<file path="src/rtl/drps_pkg.sv">
package drps_pkg;

  // register offsets on the plain register port
  localparam logic [3:0] DRPS_ADDR_CTRL    = 4'h0; // start, burn, seq select
  localparam logic [3:0] DRPS_ADDR_CONFIG  = 4'h1; // freq, spread, pump stage
  localparam logic [3:0] DRPS_ADDR_SRC_SET = 4'h2; // positive source target
  localparam logic [3:0] DRPS_ADDR_GON_SET = 4'h3; // positive gate target
  localparam logic [3:0] DRPS_ADDR_GOF_SET = 4'h4; // negative gate target
  localparam logic [3:0] DRPS_ADDR_DELAY   = 4'h5; // three step delays
  localparam logic [3:0] DRPS_ADDR_STATUS  = 4'h6; // rails, state, flags

  // ctrl register fields
  localparam int DRPS_CTRL_START_BIT = 0;
  localparam int DRPS_CTRL_BURN_BIT  = 1;
  localparam int DRPS_CTRL_SEQ_LSB   = 4;

  // config register fields
  localparam int DRPS_CFG_FREQ_BIT = 0;
  localparam int DRPS_CFG_SS_BIT   = 1;
  localparam int DRPS_CFG_PUMP_BIT = 2;

  // delay register: three 4-bit fields, ms each
  localparam int DRPS_DLY_ONE_LSB   = 0;
  localparam int DRPS_DLY_TWO_LSB   = 4;
  localparam int DRPS_DLY_THREE_LSB = 8;

  // reset and unprogrammed defaults
  localparam logic [2:0] DRPS_SEQ_RESET     = 3'h2;
  localparam logic [5:0] DRPS_SRC_DEFAULT   = 6'h18; // code for 6.8 V
  localparam logic [5:0] DRPS_GON_DEFAULT   = 6'h20; // code for 12 V
  localparam logic [5:0] DRPS_GOF_DEFAULT   = 6'h22; // code for -10 V
  localparam logic [3:0] DRPS_DELAY_DEFAULT = 4'h0;

  // address-select strap levels
  localparam logic [1:0] DRPS_ADDR_SEL_LOW   = 2'h0;
  localparam logic [1:0] DRPS_ADDR_SEL_FLOAT = 2'h1;
  localparam logic [1:0] DRPS_ADDR_SEL_HIGH  = 2'h2;
  localparam logic [6:0] DRPS_RO_DEV_ADDR    = 7'h29;

  // timing
  localparam int  DRPS_CLK_HZ        = 20000000;
  localparam int  DRPS_MS_CYCLES     = DRPS_CLK_HZ / 1000;
  localparam int  DRPS_WAKE_MS       = 1;
  localparam int  DRPS_OFF_GAP_MS    = 1;
  localparam int  DRPS_SHUTDOWN_MS   = 200;
  localparam int  DRPS_WAKE_CYCLES   = DRPS_WAKE_MS * DRPS_MS_CYCLES;
  localparam int  DRPS_SHDN_CYCLES   = DRPS_SHUTDOWN_MS * DRPS_MS_CYCLES;

  // rail bit positions in a rail mask
  localparam int DRPS_RAIL_PSRC = 0;
  localparam int DRPS_RAIL_NSRC = 1;
  localparam int DRPS_RAIL_PGT  = 2; // with common buffer
  localparam int DRPS_RAIL_NGT  = 3;

  typedef enum {
    DRPS_ST_OFF,
    DRPS_ST_WAKE,
    DRPS_ST_IDLE,
    DRPS_ST_ON_STEP,
    DRPS_ST_ON_WAIT,
    DRPS_ST_RUN,
    DRPS_ST_OFF_STEP,
    DRPS_ST_OFF_WAIT,
    DRPS_ST_SHDN_WAIT
  } drps_state_e;

  // analog settings handed to the regulators
  typedef struct packed {
    logic       switch_freq_select;
    logic       spread_enable;
    logic       pump_doubler_select;
    logic [5:0] src_target;
    logic [5:0] pos_gate_target;
    logic [5:0] neg_gate_target;
  } drps_analog_s;

  // stored nonvolatile image
  typedef struct packed {
    logic       written;
    logic [2:0] seq;
    logic [3:0] step_delay_one;
    logic [3:0] step_delay_two;
    logic [3:0] step_delay_three;
    logic [2:0] cfg;
    logic [5:0] src;
    logic [5:0] gon;
    logic [5:0] gof;
  } drps_nv_s;

endpackage : drps_pkg

</file>
<file path="src/rtl/drps_sequencer.sv">
`timescale 1ns/1ps
// Function
// - after power, stay low-current with all rails off until enable rises
// - enable high with supply above lockout: start core regulator, wait 1 ms
// - host variant with strap low/high waits for start bit before rails
// - strap floating: rails come up at once with stored values
// - auto-start variant: rails up at once whatever the strap
// - auto-start with strap high: reads only, writes refused, address 0x29
// - programmed memory: load stored settings and use stored sequence
// - blank memory: start with default rail targets
// - burn commits written settings only on explicit request, t1 and t3 swapped in the stored image
// - core regulator out of range sets flag and pulls fault low in serial mode
// - frequency bit selects 2.1 MHz when 0, 420 kHz when 1
// - spread-spectrum bit modulates switching frequency when set
// - pump stage bit turns positive gate tripler into doubler
// - 6-bit positive source target; negative source tracks it
// - 6-bit positive and negative gate targets, host-writable, storable
// - 3-bit sequence select among eight orders, reset code 010
// - codes 000..101 enable four steps spaced by t1, t2, t3
// - codes 110/111 enable sources together then two gate steps
// - power-off reverses power-on, waiting t3, t2, t1 (codes 110/111 wait t3, t2)
// - three delay fields set step waits; zero means no wait at power-on
// - power-off steps on time only; zero delay still spaces 1 ms
// - burn also commits the selected sequence
// - 200 ms after power-off, core regulator off, shutdown until enable
// - enable low means shutdown, enable high means active
// - serial mode fault output low only while the core regulator out-of-range flag is set
module drps_sequencer #(
  parameter bit AUTO_START_VARIANT = 1'b0,
  parameter int WAKE_CYCLES        = drps_pkg::DRPS_WAKE_CYCLES,
  parameter int SHDN_CYCLES        = drps_pkg::DRPS_SHDN_CYCLES,
  parameter int MS_CYCLES          = drps_pkg::DRPS_MS_CYCLES
) (
  // clock and reset
  input  wire logic                   clk_in,
  input  wire logic                   rst_b_in,
  // pins and analog status
  input  wire logic                   enable_in,
  input  wire logic [1:0]             addr_sel_in,
  input  wire logic                   supply_ok_in,
  input  wire logic                   core_reg_bad_in,
  // nonvolatile image
  input  wire drps_pkg::drps_nv_s     nv_image_in,
  output logic                        nv_burn_out,
  output drps_pkg::drps_nv_s          nv_write_out,
  // register port
  input  wire logic [3:0]             reg_addr_in,
  input  wire logic [15:0]            reg_wdata_in,
  input  wire logic                   reg_wr_in,
  input  wire logic                   reg_rd_in,
  output logic [15:0]                 reg_rdata_out,
  // serial interface mode
  output logic                        serial_read_only_out,
  output logic [6:0]                  serial_dev_addr_out,
  // regulators
  output logic                        core_regulator_rail_out,
  output logic [3:0]                  rail_enable_out,
  output drps_pkg::drps_analog_s      analog_out,
  // fault pin, open drain
  output logic                        fault_out_n_out,
  output logic                        fault_out_n_oe_b_out
);
  import drps_pkg::*;

  typedef struct packed {
    logic [2:0]  en_sync;
    logic [2:0]  bad_sync;
    logic        en_q;
    logic        bad_q;
    drps_state_e state;
    logic [23:0] cnt;
    logic [1:0]  step;
    logic        start;
    logic [2:0]  seq;
    logic [11:0] delays;
    drps_analog_s ana;
    logic [3:0]  rails;
    logic        core_on;
    logic        core_reg_out_of_range;
    logic        burn;
    logic [15:0] rdata;
    logic        strap_seen;
    logic [1:0]  strap;
  } drps_core_s;

  drps_core_s st_reg;
  drps_core_s st_next;

  // rail mask for one power-on step of a sequence code
  function automatic logic [3:0] step_mask(input logic [2:0] code, input logic [1:0] idx);
    logic [3:0] m;
    m = 4'h0;
    case (code)
      3'h0: case (idx) 2'h0: m = 4'h1; 2'h1: m = 4'h2; 2'h2: m = 4'h8; default: m = 4'h4; endcase
      3'h1: case (idx) 2'h0: m = 4'h1; 2'h1: m = 4'h2; 2'h2: m = 4'h4; default: m = 4'h8; endcase
      3'h2: case (idx) 2'h0: m = 4'h2; 2'h1: m = 4'h1; 2'h2: m = 4'h8; default: m = 4'h4; endcase
      3'h3: case (idx) 2'h0: m = 4'h2; 2'h1: m = 4'h1; 2'h2: m = 4'h4; default: m = 4'h8; endcase
      3'h4: case (idx) 2'h0: m = 4'h2; 2'h1: m = 4'h8; 2'h2: m = 4'h1; default: m = 4'h4; endcase
      3'h5: case (idx) 2'h0: m = 4'h8; 2'h1: m = 4'h4; 2'h2: m = 4'h2; default: m = 4'h1; endcase
      3'h6: case (idx) 2'h0: m = 4'h3; 2'h1: m = 4'h8; 2'h2: m = 4'h4; default: m = 4'h0; endcase
      default: case (idx) 2'h0: m = 4'h3; 2'h1: m = 4'h4; 2'h2: m = 4'h8; default: m = 4'h0; endcase
    endcase
    return m;
  endfunction

  // delay in ms before power-on step idx (1..3)
  function automatic logic [3:0] gap_ms(input logic [11:0] d, input logic [1:0] idx);
    case (idx)
      2'h1:    gap_ms = d[DRPS_DLY_ONE_LSB +: 4];
      2'h2:    gap_ms = d[DRPS_DLY_TWO_LSB +: 4];
      default: gap_ms = d[DRPS_DLY_THREE_LSB +: 4];
    endcase
  endfunction

  logic        strap_serial;
  logic        read_only;
  logic        auto_go;
  logic [1:0]  last_step;
  logic [3:0]  ms_val;
  logic [23:0] wait_cyc;
  logic        en_now;
  logic        bad_now;

  // strap decode and filtered pins; sync stage 0 is never read here
  always_comb begin
    strap_serial = (st_reg.strap != DRPS_ADDR_SEL_FLOAT);
    read_only    = AUTO_START_VARIANT && (st_reg.strap == DRPS_ADDR_SEL_HIGH);
    auto_go      = AUTO_START_VARIANT || !strap_serial;
    last_step    = st_reg.seq[2] && st_reg.seq[1] ? 2'h2 : 2'h3;
    en_now       = (st_reg.en_sync[1] == st_reg.en_sync[2]) ? st_reg.en_sync[2] : st_reg.en_q;
    bad_now      = (st_reg.bad_sync[1] == st_reg.bad_sync[2]) ? st_reg.bad_sync[2] : st_reg.bad_q;
  end

  always_comb begin
    st_next          = st_reg;
    ms_val           = 4'h0;
    wait_cyc         = 24'h0;
    st_next.en_sync  = {st_reg.en_sync[1:0], enable_in};
    st_next.bad_sync = {st_reg.bad_sync[1:0], core_reg_bad_in};
    st_next.en_q     = en_now;
    st_next.bad_q    = bad_now;
    st_next.burn     = 1'b0;
    st_next.core_reg_out_of_range = st_reg.core_on && bad_now;
    st_next.rdata    = 16'h0;

    // register writes; refused in read-only strap mode
    if (reg_wr_in && !read_only) begin
      case (reg_addr_in)
        DRPS_ADDR_CTRL: begin
          st_next.start = st_reg.start | reg_wdata_in[DRPS_CTRL_START_BIT];
          st_next.burn  = reg_wdata_in[DRPS_CTRL_BURN_BIT];
          st_next.seq   = reg_wdata_in[DRPS_CTRL_SEQ_LSB +: 3];
        end
        DRPS_ADDR_CONFIG: begin
          st_next.ana.switch_freq_select  = reg_wdata_in[DRPS_CFG_FREQ_BIT];
          st_next.ana.spread_enable       = reg_wdata_in[DRPS_CFG_SS_BIT];
          st_next.ana.pump_doubler_select = reg_wdata_in[DRPS_CFG_PUMP_BIT];
        end
        DRPS_ADDR_SRC_SET: st_next.ana.src_target      = reg_wdata_in[5:0];
        DRPS_ADDR_GON_SET: st_next.ana.pos_gate_target = reg_wdata_in[5:0];
        DRPS_ADDR_GOF_SET: st_next.ana.neg_gate_target = reg_wdata_in[5:0];
        DRPS_ADDR_DELAY:   st_next.delays              = reg_wdata_in[11:0];
        default: ;
      endcase
    end

    // register reads, data one cycle later; unmapped reads give zero
    if (reg_rd_in) begin
      case (reg_addr_in)
        DRPS_ADDR_CTRL:    st_next.rdata = {9'h0, st_reg.seq, 3'h0, st_reg.start};
        DRPS_ADDR_CONFIG:  st_next.rdata = {13'h0, st_reg.ana.pump_doubler_select,
                                            st_reg.ana.spread_enable,
                                            st_reg.ana.switch_freq_select};
        DRPS_ADDR_SRC_SET: st_next.rdata = {10'h0, st_reg.ana.src_target};
        DRPS_ADDR_GON_SET: st_next.rdata = {10'h0, st_reg.ana.pos_gate_target};
        DRPS_ADDR_GOF_SET: st_next.rdata = {10'h0, st_reg.ana.neg_gate_target};
        DRPS_ADDR_DELAY:   st_next.rdata = {4'h0, st_reg.delays};
        DRPS_ADDR_STATUS:  st_next.rdata = {7'h0, st_reg.core_reg_out_of_range,
                                            4'(st_reg.state), st_reg.rails};
        default:           st_next.rdata = 16'h0;
      endcase
    end

    if (st_reg.cnt != 24'h0) begin
      st_next.cnt = st_reg.cnt - 24'h1;
    end

    // sequencing state machine
    case (st_reg.state)
      DRPS_ST_OFF: begin
        st_next.rails   = 4'h0;
        st_next.core_on = 1'b0;
        st_next.start   = 1'b0;
        if (en_now && supply_ok_in) begin
          st_next.core_on = 1'b1;
          st_next.cnt     = 24'(WAKE_CYCLES);
          st_next.state   = DRPS_ST_WAKE;
        end
      end
      DRPS_ST_WAKE: begin
        if (!en_now) begin
          st_next.state = DRPS_ST_OFF;
        end else if (st_reg.cnt == 24'h0) begin
          st_next.strap      = addr_sel_in; // strap caught when the wake delay ends
          st_next.strap_seen = 1'b1;
          if (nv_image_in.written) begin
            st_next.seq    = nv_image_in.seq;
            st_next.delays = {nv_image_in.step_delay_three, nv_image_in.step_delay_two,
                              nv_image_in.step_delay_one};
            st_next.ana    = {nv_image_in.cfg, nv_image_in.src, nv_image_in.gon,
                              nv_image_in.gof};
          end else begin
            st_next.ana.src_target      = DRPS_SRC_DEFAULT;
            st_next.ana.pos_gate_target = DRPS_GON_DEFAULT;
            st_next.ana.neg_gate_target = DRPS_GOF_DEFAULT;
          end
          st_next.state = DRPS_ST_IDLE;
        end
      end
      DRPS_ST_IDLE: begin
        if (!en_now) begin
          st_next.cnt   = 24'(SHDN_CYCLES);
          st_next.state = DRPS_ST_SHDN_WAIT;
        end else if (auto_go || st_reg.start) begin
          st_next.step  = 2'h0;
          st_next.state = DRPS_ST_ON_STEP;
        end
      end
      DRPS_ST_ON_STEP: begin
        st_next.rails = st_reg.rails | step_mask(st_reg.seq, st_reg.step);
        if (st_reg.step == last_step) begin
          st_next.state = DRPS_ST_RUN;
        end else begin
          st_next.step  = st_reg.step + 2'h1;
          ms_val        = gap_ms(st_reg.delays, st_reg.step + 2'h1);
          wait_cyc      = 24'(ms_val) * 24'(MS_CYCLES);
          st_next.cnt   = wait_cyc;
          st_next.state = DRPS_ST_ON_WAIT;
        end
        if (!en_now) begin
          st_next.step  = st_reg.step;
          st_next.cnt   = 24'h0;
          st_next.state = DRPS_ST_OFF_STEP;
        end
      end
      DRPS_ST_ON_WAIT: begin
        if (!en_now) begin
          st_next.step  = st_reg.step - 2'h1;
          st_next.cnt   = 24'h0;
          st_next.state = DRPS_ST_OFF_WAIT;
        end else if (st_reg.cnt == 24'h0) begin
          st_next.state = DRPS_ST_ON_STEP;
        end
      end
      DRPS_ST_RUN: begin
        if (!en_now) begin
          st_next.step  = last_step;
          st_next.state = DRPS_ST_OFF_STEP;
        end
      end
      DRPS_ST_OFF_STEP: begin
        st_next.rails = st_reg.rails & ~step_mask(st_reg.seq, st_reg.step);
        if (st_reg.step == 2'h0) begin
          st_next.cnt   = 24'(SHDN_CYCLES);
          st_next.state = DRPS_ST_SHDN_WAIT;
        end else begin
          // three-step codes still wait t3 then t2, so their index moves up one
          ms_val = gap_ms(st_reg.delays, st_reg.step + (last_step == 2'h2 ? 2'h1 : 2'h0));
          if (ms_val == 4'h0) begin
            ms_val = 4'(DRPS_OFF_GAP_MS);
          end
          wait_cyc      = 24'(ms_val) * 24'(MS_CYCLES);
          st_next.cnt   = wait_cyc;
          st_next.step  = st_reg.step - 2'h1;
          st_next.state = DRPS_ST_OFF_WAIT;
        end
      end
      DRPS_ST_OFF_WAIT: begin
        if (st_reg.cnt == 24'h0) begin
          st_next.state = DRPS_ST_OFF_STEP;
        end
      end
      DRPS_ST_SHDN_WAIT: begin
        if (st_reg.cnt == 24'h0) begin
          st_next.core_on = 1'b0;
          st_next.state   = DRPS_ST_OFF;
        end
      end
      default: st_next.state = DRPS_ST_OFF;
    endcase
  end

  // whole block state, one register
  always_ff @(posedge clk_in or negedge rst_b_in) begin
    if (!rst_b_in) begin
      st_reg        <= '0;
      st_reg.state  <= DRPS_ST_OFF;
      st_reg.seq    <= DRPS_SEQ_RESET;
      st_reg.strap  <= DRPS_ADDR_SEL_FLOAT;
    end else begin
      st_reg <= st_next;
    end
  end

  // outputs
  always_comb begin
    reg_rdata_out           = st_reg.rdata;
    serial_read_only_out    = read_only;
    serial_dev_addr_out     = read_only ? DRPS_RO_DEV_ADDR : 7'h0;
    core_regulator_rail_out = st_reg.core_on;
    rail_enable_out         = st_reg.rails;
    analog_out              = st_reg.ana;
    nv_burn_out             = st_reg.burn;
    nv_write_out            = {1'b1, st_reg.seq, st_reg.delays[11:8], st_reg.delays[7:4],
                               st_reg.delays[3:0], st_reg.ana.switch_freq_select,
                               st_reg.ana.spread_enable, st_reg.ana.pump_doubler_select,
                               st_reg.ana.src_target, st_reg.ana.pos_gate_target,
                               st_reg.ana.neg_gate_target};
    fault_out_n_out         = 1'b0;
    // open drain: enable low pulls the pin low
    fault_out_n_oe_b_out    = !(strap_serial && st_reg.core_reg_out_of_range);
  end

endmodule // drps_sequencer

</file>
<file path="config.mk">
export PLATFORM = sky130hd
export DESIGN_NAME = drps_sequencer
export DESIGN_NICKNAME = d
export VERILOG_FILES = /design/src/rtl/drps_pkg.sv /design/src/rtl/drps_sequencer.sv
export SDC_FILE = /design/constraint.sdc
export NUM_CORES = 1
export LEC_CHECK = 0
export ABC_AREA = 1
export CELL_PAD_IN_SITES_DETAIL_PLACEMENT = 0
export CELL_PAD_IN_SITES_GLOBAL_PLACEMENT = 2
export CORE_UTILIZATION = 39
export DETAILED_ROUTE_END_ITERATION = 8
export DONT_BUFFER_PORTS = 1
export GPL_TIMING_DRIVEN = 0
export PLACE_DENSITY = 0.86
export SYNTH_ARGS = -nofsm -noshare
export SYNTH_HDL_FRONTEND = slang
export SYNTH_SLANG_ARGS = --single-unit
export TNS_END_PERCENT = 1
</file>
<file path="constraint.sdc">
create_clock -name clk_in -period 9.2 [get_ports clk_in]
set_input_delay 2.3 -clock clk_in [delete_from_list [all_inputs] [get_ports clk_in]]
set_output_delay 2.3 -clock clk_in [all_outputs]
set_load 0.02 [all_outputs]
</file>
==> results of run 1 <==
==> path summary, 6_finish.rpt <==
path	endpoint	start	slack (ns)	cells after the start
max	st_reg[81]$_DFF_PN0_	nv_write_out[34]$_DFF_PN1_	4.70	17
min	st_next[128]$_DFF_PN0_	st_next[127]$_DFF_PN0_	0.35	0
max reg2reg	st_reg[81]$_DFF_PN0_	nv_write_out[34]$_DFF_PN1_	4.70	17
min reg2reg	st_next[128]$_DFF_PN0_	st_next[127]$_DFF_PN0_	0.35	0
max in group asynchronous	nv_write_out[34]$_DFF_PN1_	rst_b_in	7.26	0
min in group asynchronous	st_reg[87]$_DFF_PN0_	rst_b_in	1.63	0
==> cells in the final DEF (no fill, tap or decap), types with 6 or more instances in the layout <==
cell type  count
buf_2          8
a31oi_1       21
nand3_1       72
nor2_1       100
mux2i_1        9
nor2_2         8
buf_4         87
fa_1           6
nand4_1       10
o21ai_1        8
o22ai_1       21
clkbuf_16      9
nand2_1      212
a21oi_1       37
ha_1          36
o21ai_0       62
nor3_1         9
dfrtp_1       94
inv_1        111
xor2_1        11
conb_1        14
==> report_power, final <==
group	internal (mW)	switching [mW]	total (mW)
combinational	0.635	1.12	1.75
clock	0.191	0.178	0.369
sequential	0.517	0.120	0.637
total	1.34	1.41	2.76
==> metal layers <==
layer  vias to the layer above  track usage  wire [um]
met5                         -            0          0
met4                         0       0.0598        233
met3                        16       0.0294       1080
met2                       184        0.373       9860
met1                      2969        0.329      10000
li1                       3159            -          -
==> cell families (layout without fill, tap and decap cells) <==
| group | Yosys count | in the layout | synth area share |
|---|---|---|---|
| other | 2 | 14 | 0.00104 |
| XOR/XNOR | 15 | 15 | 0.0183 |
| flip-flops | 96 | 96 | 0.334 |
| AND/OR/NAND/NOR | 429 | 429 | 0.258 |
| adder cells (fa/ha/maj) | 43 | 43 | 0.0809 |
| multiplexers | 10 | 10 | 0.0141 |
| AO/OA/AOI/OAI | 168 | 168 | 0.132 |
| buffers and inverters | 218 | 234 | 0.162 |
==> through the flow <==
stage               area, um^2  setup slack [ns]
floorplan                 7240              5.36
global placement          7530              4.71
detailed placement        7530              4.69
CTS                       7810              4.67
global route              7810              4.27
finish                    7810              4.70
==> layout make-up <==
| cell class | count | area (um^2) |
|---|---|---|
| clock buffer | 10 | 239 |
| buffer | 100 | 719 |
| tap | 229 | 287 |
| inverter | 118 | 443 |
| sequential | 96 | 2400 |
| fill | 1982 | 10200 |
| multi-input combinational | 679 | 3670 |
| clock inverter | 6 | 42.5 |
==> worst max-delay path: cells and delay by family (launching register included) <==
family	cells	cell delay, ns
buffers and inverters	3	0.41
AND/OR/NAND/NOR	4	0.48
XOR/XNOR	1	0.18
adder cells (fa/ha/maj)	4	1.12
AO/OA/AOI/OAI	5	1.60
flip-flops	1	0.59
==> metrics.md, run 1 <==
| Metric | Value |
|---|---|
| FP Rows | 49 |
| Via density | 5.11 |
| Async set-reset flop share out of synthesis | 1.00 |
| Routed Antenna Nets | 0 |
| Max-cap check violation count | 0 |
| Number of flip-flops in the largest register | 38 |
| Critical Path, Cell by Cell | nand2_1, inv_1, ha_1, xor2_1, inv_1, ha_1, clkinv_1, o21ai_2, nand2_1, o21ai_1, ha_1, ha_1, nand2_1, o211ai_1, o21ai_0, o21ai_0, nand3_1 |
| Number of enable flip-flop cells after synthesis | 0 |
| Minimum clock period | around 4.5 ns |
| Final wirelength | between 20,000 and 25,000 um |
| Layout area overhead | 8.52% |
| GRT Residual Overflow | 0 |
| Vias | ~6,300 |
| CTS tree | yes |
| Synthesized area | 7190 um^2 |
| Core ar. | about 18,000 um^2 |
| Initial core utilization | 0.399 |
| Fin crit share | 0.489 |
| Number of synthesis warnings | 0 |
| PwrDens | between 300 and 400 nW/um^2 |
| Hold crit path type | flip-flop to flip-flop |
| Fin cells | ~1,200 |
| Clk slew on worst S/H paths | roughly 0.070 ns |
| DRC | 0 |
| Sequential share of the synthesized area | 0.334 |
| DRT iter0 DRCs | ~400 |
| Peak supply drop | around 550 uV |
| Synth cell count leaders | nand2_1 (212), inv_1 (111), nor2_1 (100) |
| RD Place Congestion | roughly 0.84 |
| Top-count cell post-synth | nand2_1 |
| Boundary pin count | 156 |
| Slowest CP cell | dfstp_2 |
| Main synth FF type | dfrtp_1 |
| Arrival time at the worst endpoint | 4.73 ns |
| Design Power | 2.76 mW |
| Largest net degree at the start of global routing | 97 |
| Die H | 138 um |
| Worst slew pin tran | 0.766 ns |
| Fmax | 222 MHz |
| Clk Latency, worst-skew pair | between 0.3 and 0.4 ns |
| #FFs+latches synth | 96 |
| Share of the synthesized area in the top cell type | 0.327 |
| Resized Gates After CTS | 0 |
| RSZ-0062 raised after global routing | false |
| CP max FO | 11 |
| Cell variety after synth | between 40 and 50 |
| H-tree depth | 3 |
| Cells after Synth | around 1,000 |
| Hold slack | between 0.3 and 0.4 ns |
| CP most frequent cell | ha_1 |
| LEAKAGE | between 4 and 5 nW |
| Drt pass-1 iters | 5 |
| Critical path launch point type | flip-flop |
| Final Net Count | roughly 1,100 |
| Post-Place Cells | between 1,000 and 1,500 |
| TritonCTS buffer count | 9 |
| Vias in the first global route | ~6,000 |
| CTS Hold Bufs | 0 |
| Setup Skew | 0.0102 ns |
| # setup viols final | 0 |
| Setup TNS | 0 ns |
| Status | complete, no violations |
| Worst setup EP type | flip-flop |
| Synth Area per Inst | 7.33 um^2 |
| TritonCTS Sinks | between 90 and 100 |
| Global-route usage over all layers | 0.233 |
| Slew margin rel. | 0.488 |
| Layout cells sized above 1 | 0.145 |
| Final Core Density | 0.433 |
| WL/cell | 17.1 um |
| Synth area leaders | dfrtp_1 (33%), nand2_1 (11%), buf_4 (9.1%) |
| Final Hold Viols | 0 |
| DPL Wire Length | 16,700 um |
| Slowest stage delay, CP | 0.59 ns |
| Area leader, netlist | dfrtp_1 |
| Critical path class | flip-flop to flip-flop |
| Crit path required time | between 9 and 10 ns |
| Initial antenna violation count | 0 |
| Clock root cell | clkbuf_16 |
| N_diodes | 0 |
| Die area | between 15,000 and 20,000 um^2 |
| Clk buf depth | 2 |
| Final Slew Violations | 0 |
| Global-route wire length before repair | roughly 33,000 um |
| Port bufs | 0 |
| Die span in x | 138 um |
| Setup repair bufs after CTS | 0 |
(Power assumes the default switching activity.)
==> run 2: changes to the inputs <==
--- a/config.mk
+++ b/config.mk
@@ -8,11 +8,11 @@
 export ABC_AREA = 1
 export CELL_PAD_IN_SITES_DETAIL_PLACEMENT = 0
 export CELL_PAD_IN_SITES_GLOBAL_PLACEMENT = 2
-export CORE_UTILIZATION = 39
+export CORE_UTILIZATION = 36
 export DETAILED_ROUTE_END_ITERATION = 8
 export DONT_BUFFER_PORTS = 1
 export GPL_TIMING_DRIVEN = 0
-export PLACE_DENSITY = 0.86
+export PLACE_DENSITY = 0.8
 export SYNTH_ARGS = -nofsm -noshare
 export SYNTH_HDL_FRONTEND = slang
 export SYNTH_SLANG_ARGS = --single-unit
==> constraint.sdc (replaced) <==
create_clock -name clk_in -period 4.7 [get_ports clk_in]
set_input_delay 1.175 -clock clk_in [delete_from_list [all_inputs] [get_ports clk_in]]
set_output_delay 1.175 -clock clk_in [all_outputs]
set_load 0.02 [all_outputs]
==> run 2 against run 1 <==
  * Non-clock buffer count did not move
  * Cell count rose by 2.9%
  * Worst hold slack got worse by 0.0011 ns
  * Largest cell class unchanged
  * Global-route usage fell by 1.3 points
  * Critical path type unchanged
  * Clock-buffer cell count did not move
  * Utilization fell by 2.8 points
==> metrics.md, run 2 (synthesized netlist as in run 1, its figures left out) <==
| Metric | Value |
|---|---|
| Status | complete, no violations |
| LEAKAGE | 4.07 nW (+0.59%) |
| Sw Ratio | 0.509 (-0.00334) |
| Final Slew Violations | 0 (unchanged) |
| Final Net Count | 1,112 (unchanged) |
| Arrival time at the worst endpoint | 4.62 ns (-0.11 ns) |
| N_diodes | 0 (unchanged) |
| Clk buf depth | 2 (unchanged) |
| Routed Antenna Nets | 0 (unchanged) |
| Global-route wire length before repair | 34,100 um (+3.6%) |
| Vias | 6,296 (-0.51%) |
| Max-cap check violation count | 0 (unchanged) |
| RSZ-0062 raised after global routing | false |
| Layout area overhead | 10.1% |
| Die area | 20,600 um^2 (+8.2%) |
| Drt pass-1 iters | 5 (unchanged) |
| Worst setup EP type | flip-flop |
| Slew margin rel. | 0.477 (-0.0103) |
| Core ar. | 19,500 um^2 (+8.3%) |
| Hold Crit Start | st_next[127]$_DFF_PN0_ |
| TritonCTS buffer count | 9 (unchanged) |
| DRC | 0 (unchanged) |
| Vias in the first global route | 6,076 (+3.7%) |
| Final wirelength | 21,400 um (+1.3%) |
| Clock share of power | 0.151 (+0.017) |
| DPL Wire Length | 17,000 um (+1.9%) |
| Combinational Power Share | 0.629 (-0.006) |
| Worst slew pin tran | 0.781 ns (+0.0148 ns) |
| Total net switching power | 2.87 mW (+100%) |
| FF-to-FF End | st_reg[78]$_DFF_PN0_ |
| Hold crit path type | flip-flop to flip-flop |
| Initial antenna violation count | 0 (unchanged) |
| CTS tree | yes |
| Initial core utilization | 0.368 (-0.0307) |
| Setup TNS | 0 ns (unchanged) |
| Global-route usage over all layers | 0.220 (-0.0127) |
| Clk slew on worst S/H paths | 0.08 ns (about the same) |
| Dpl ws | 0.177 ns (-4.52 ns) |
| Commonest non-fill, non-tap cell in the layout | nand2_1 |
| Cell-internal power | 2.77 mW (+110%) |
| Die span in x | 143 um (+4.0%) |
| FP Rows | 51 (+4.1%) |
| # fillers | 2,113 (+6.6%) |
| R2R Path Start | nv_write_out[34]$_DFF_PN1_ |
| Crit path required time | 4.94 ns (-4.49 ns) |
| DRT iter0 DRCs | 370 (-8.0%) |
| Setup repair bufs after CTS | 0 (unchanged) |
| Clk Latency, worst-skew pair | 0.36 ns (about the same) |
| Peak supply drop | 370 uV (-33%) |
| Hold Path Sink | st_next[128]$_DFF_PN0_ |
| H-tree depth | 3 (unchanged) |
| Design Power | 5.64 mW (+100%) |
| Boundary pin count | 156 (unchanged) |
| Reg2reg setup slack | 0.32 ns (-4.38 ns) |
| Critical path class | flip-flop to flip-flop |
| RD Place Congestion | 0.832 (-0.83%) |
| Layout cells sized above 1 | 0.149 (+0.00396) |
| Final Hold Viols | 0 (unchanged) |
| Fmax | 228 MHz (+2.7%) |
| PwrDens | 713 nW/um^2 (+100%) |
| Most frequent cells in the layout | nand2_1 (212), inv_1 (110), nor2_1 (100), dfrtp_1 (94), buf_4 (87) |
| TritonCTS Sinks | 96 (unchanged) |
| Number of flip-flops in the largest register | 38 (unchanged) |
| R2R depth | 18 (+1) |
| Minimum clock period | 4.38 ns (-0.118 ns) |
| Setup Skew | 0.0119 ns (+0.00170 ns) |
| Die H | 143 um (+4.0%) |
| Largest net degree at the start of global routing | 97 (unchanged) |
| Sequential share of power | 0.220 (-0.011) |
| WHS Path Cells | 0 (unchanged) |
| WL/cell | 16.8 um (-1.6%) |
| Critical path launch point type | flip-flop |
| CP max FO | 11 (unchanged) |
| Fin crit share | 0.933 (+0.443) |
| # setup viols final | 0 (unchanged) |
| Port bufs | 0 (unchanged) |
| Via density | 4.94 (-3.3%) |
| GRT Residual Overflow | 0 (unchanged) |
| Hold slack | 0.350 ns (-0.00108 ns) |
| Worst setup margin | 0.316 ns (-4.38 ns) |
| Clock root cell | clkbuf_16 |
[run 2: repair_timing]
item	4_1_cts	5_1_grt
hold buffers	0	0
resized for setup	0	5
endpoints found under the setup margin	0	3
endpoints found under the hold margin	0	0
[run 2: power groups by stage]
stage	registers (mW)	logic (mW)	clock network, mW
finish	1.24	3.55	0.850
detailed placement	1.26	3.48	0
floorplan	1.17	2.67	0
global placement	1.26	3.50	0
CTS	1.24	3.51	0.868
global route	1.27	4.03	0.897
[run 2: through the flow]
stage          cells  cell area (um^2)  utilization
3_3_place_gp    1258              7570        0.388
4_1_cts         1274              7900        0.405
2_1_floorplan    993              7240            -
3_5_place_dp    1258              7570        0.388
5_1_grt         1274              7920        0.406
6_report        1274              7920        0.406
[run 2: layout make-up]
type,instances,area [um^2],area share
inverter,118,447,0.0564
tap,265,332,0.0419
sequential,96,2400,0.304
clock inverter,6,90.1,0.0114
clock buffer,10,239,0.0302
buffer,100,719,0.0909
multi-input combinational,679,3690,0.466
[run 2: routing by layer]
layer,vias up,wire [um],track usage
met1,2951,10600,0.321
met5,-,0,0
met3,13,1210,0.0360
met4,0,195,0.0470
li1,3159,-,-
met2,173,9430,0.340
[run 2: worst max path at each step]
stage	startpoint	endpoint	slack (ns)	cells after the start
after floorplan	nv_write_out[34]$_DFF_PN1_	st_reg[82]$_DFF_PN0_	0.86	22
after global placement	nv_write_out[34]$_DFF_PN1_	st_reg[82]$_DFF_PN0_	0.24	22
after detailed placement	nv_write_out[34]$_DFF_PN1_	st_reg[81]$_DFF_PN0_	0.18	18
after CTS	nv_write_out[34]$_DFF_PN1_	st_reg[81]$_DFF_PN0_	0.15	18
after global routing	nv_write_out[34]$_DFF_PN1_	st_reg[82]$_DFF_PN0_	0.02	22
final	nv_write_out[34]$_DFF_PN1_	st_reg[78]$_DFF_PN0_	0.32	18
[run 2: worst max-delay path, stage by stage (launching register included)]
cell and delay [ns]:
dfstp_2 0.60, nand2_1 0.11, inv_1 0.17, ha_1 0.18, xor2_1 0.20, inv_1 0.07
ha_1 0.32, clkinvlp_4 0.19, o21ai_4 0.38, nand2_1 0.13, o21ai_1 0.36, ha_1 0.31
ha_1 0.22, inv_1 0.08, fa_1 0.16, inv_1 0.05, o21ai_0 0.35, o21ai_0 0.16
o21bai_1 0.20
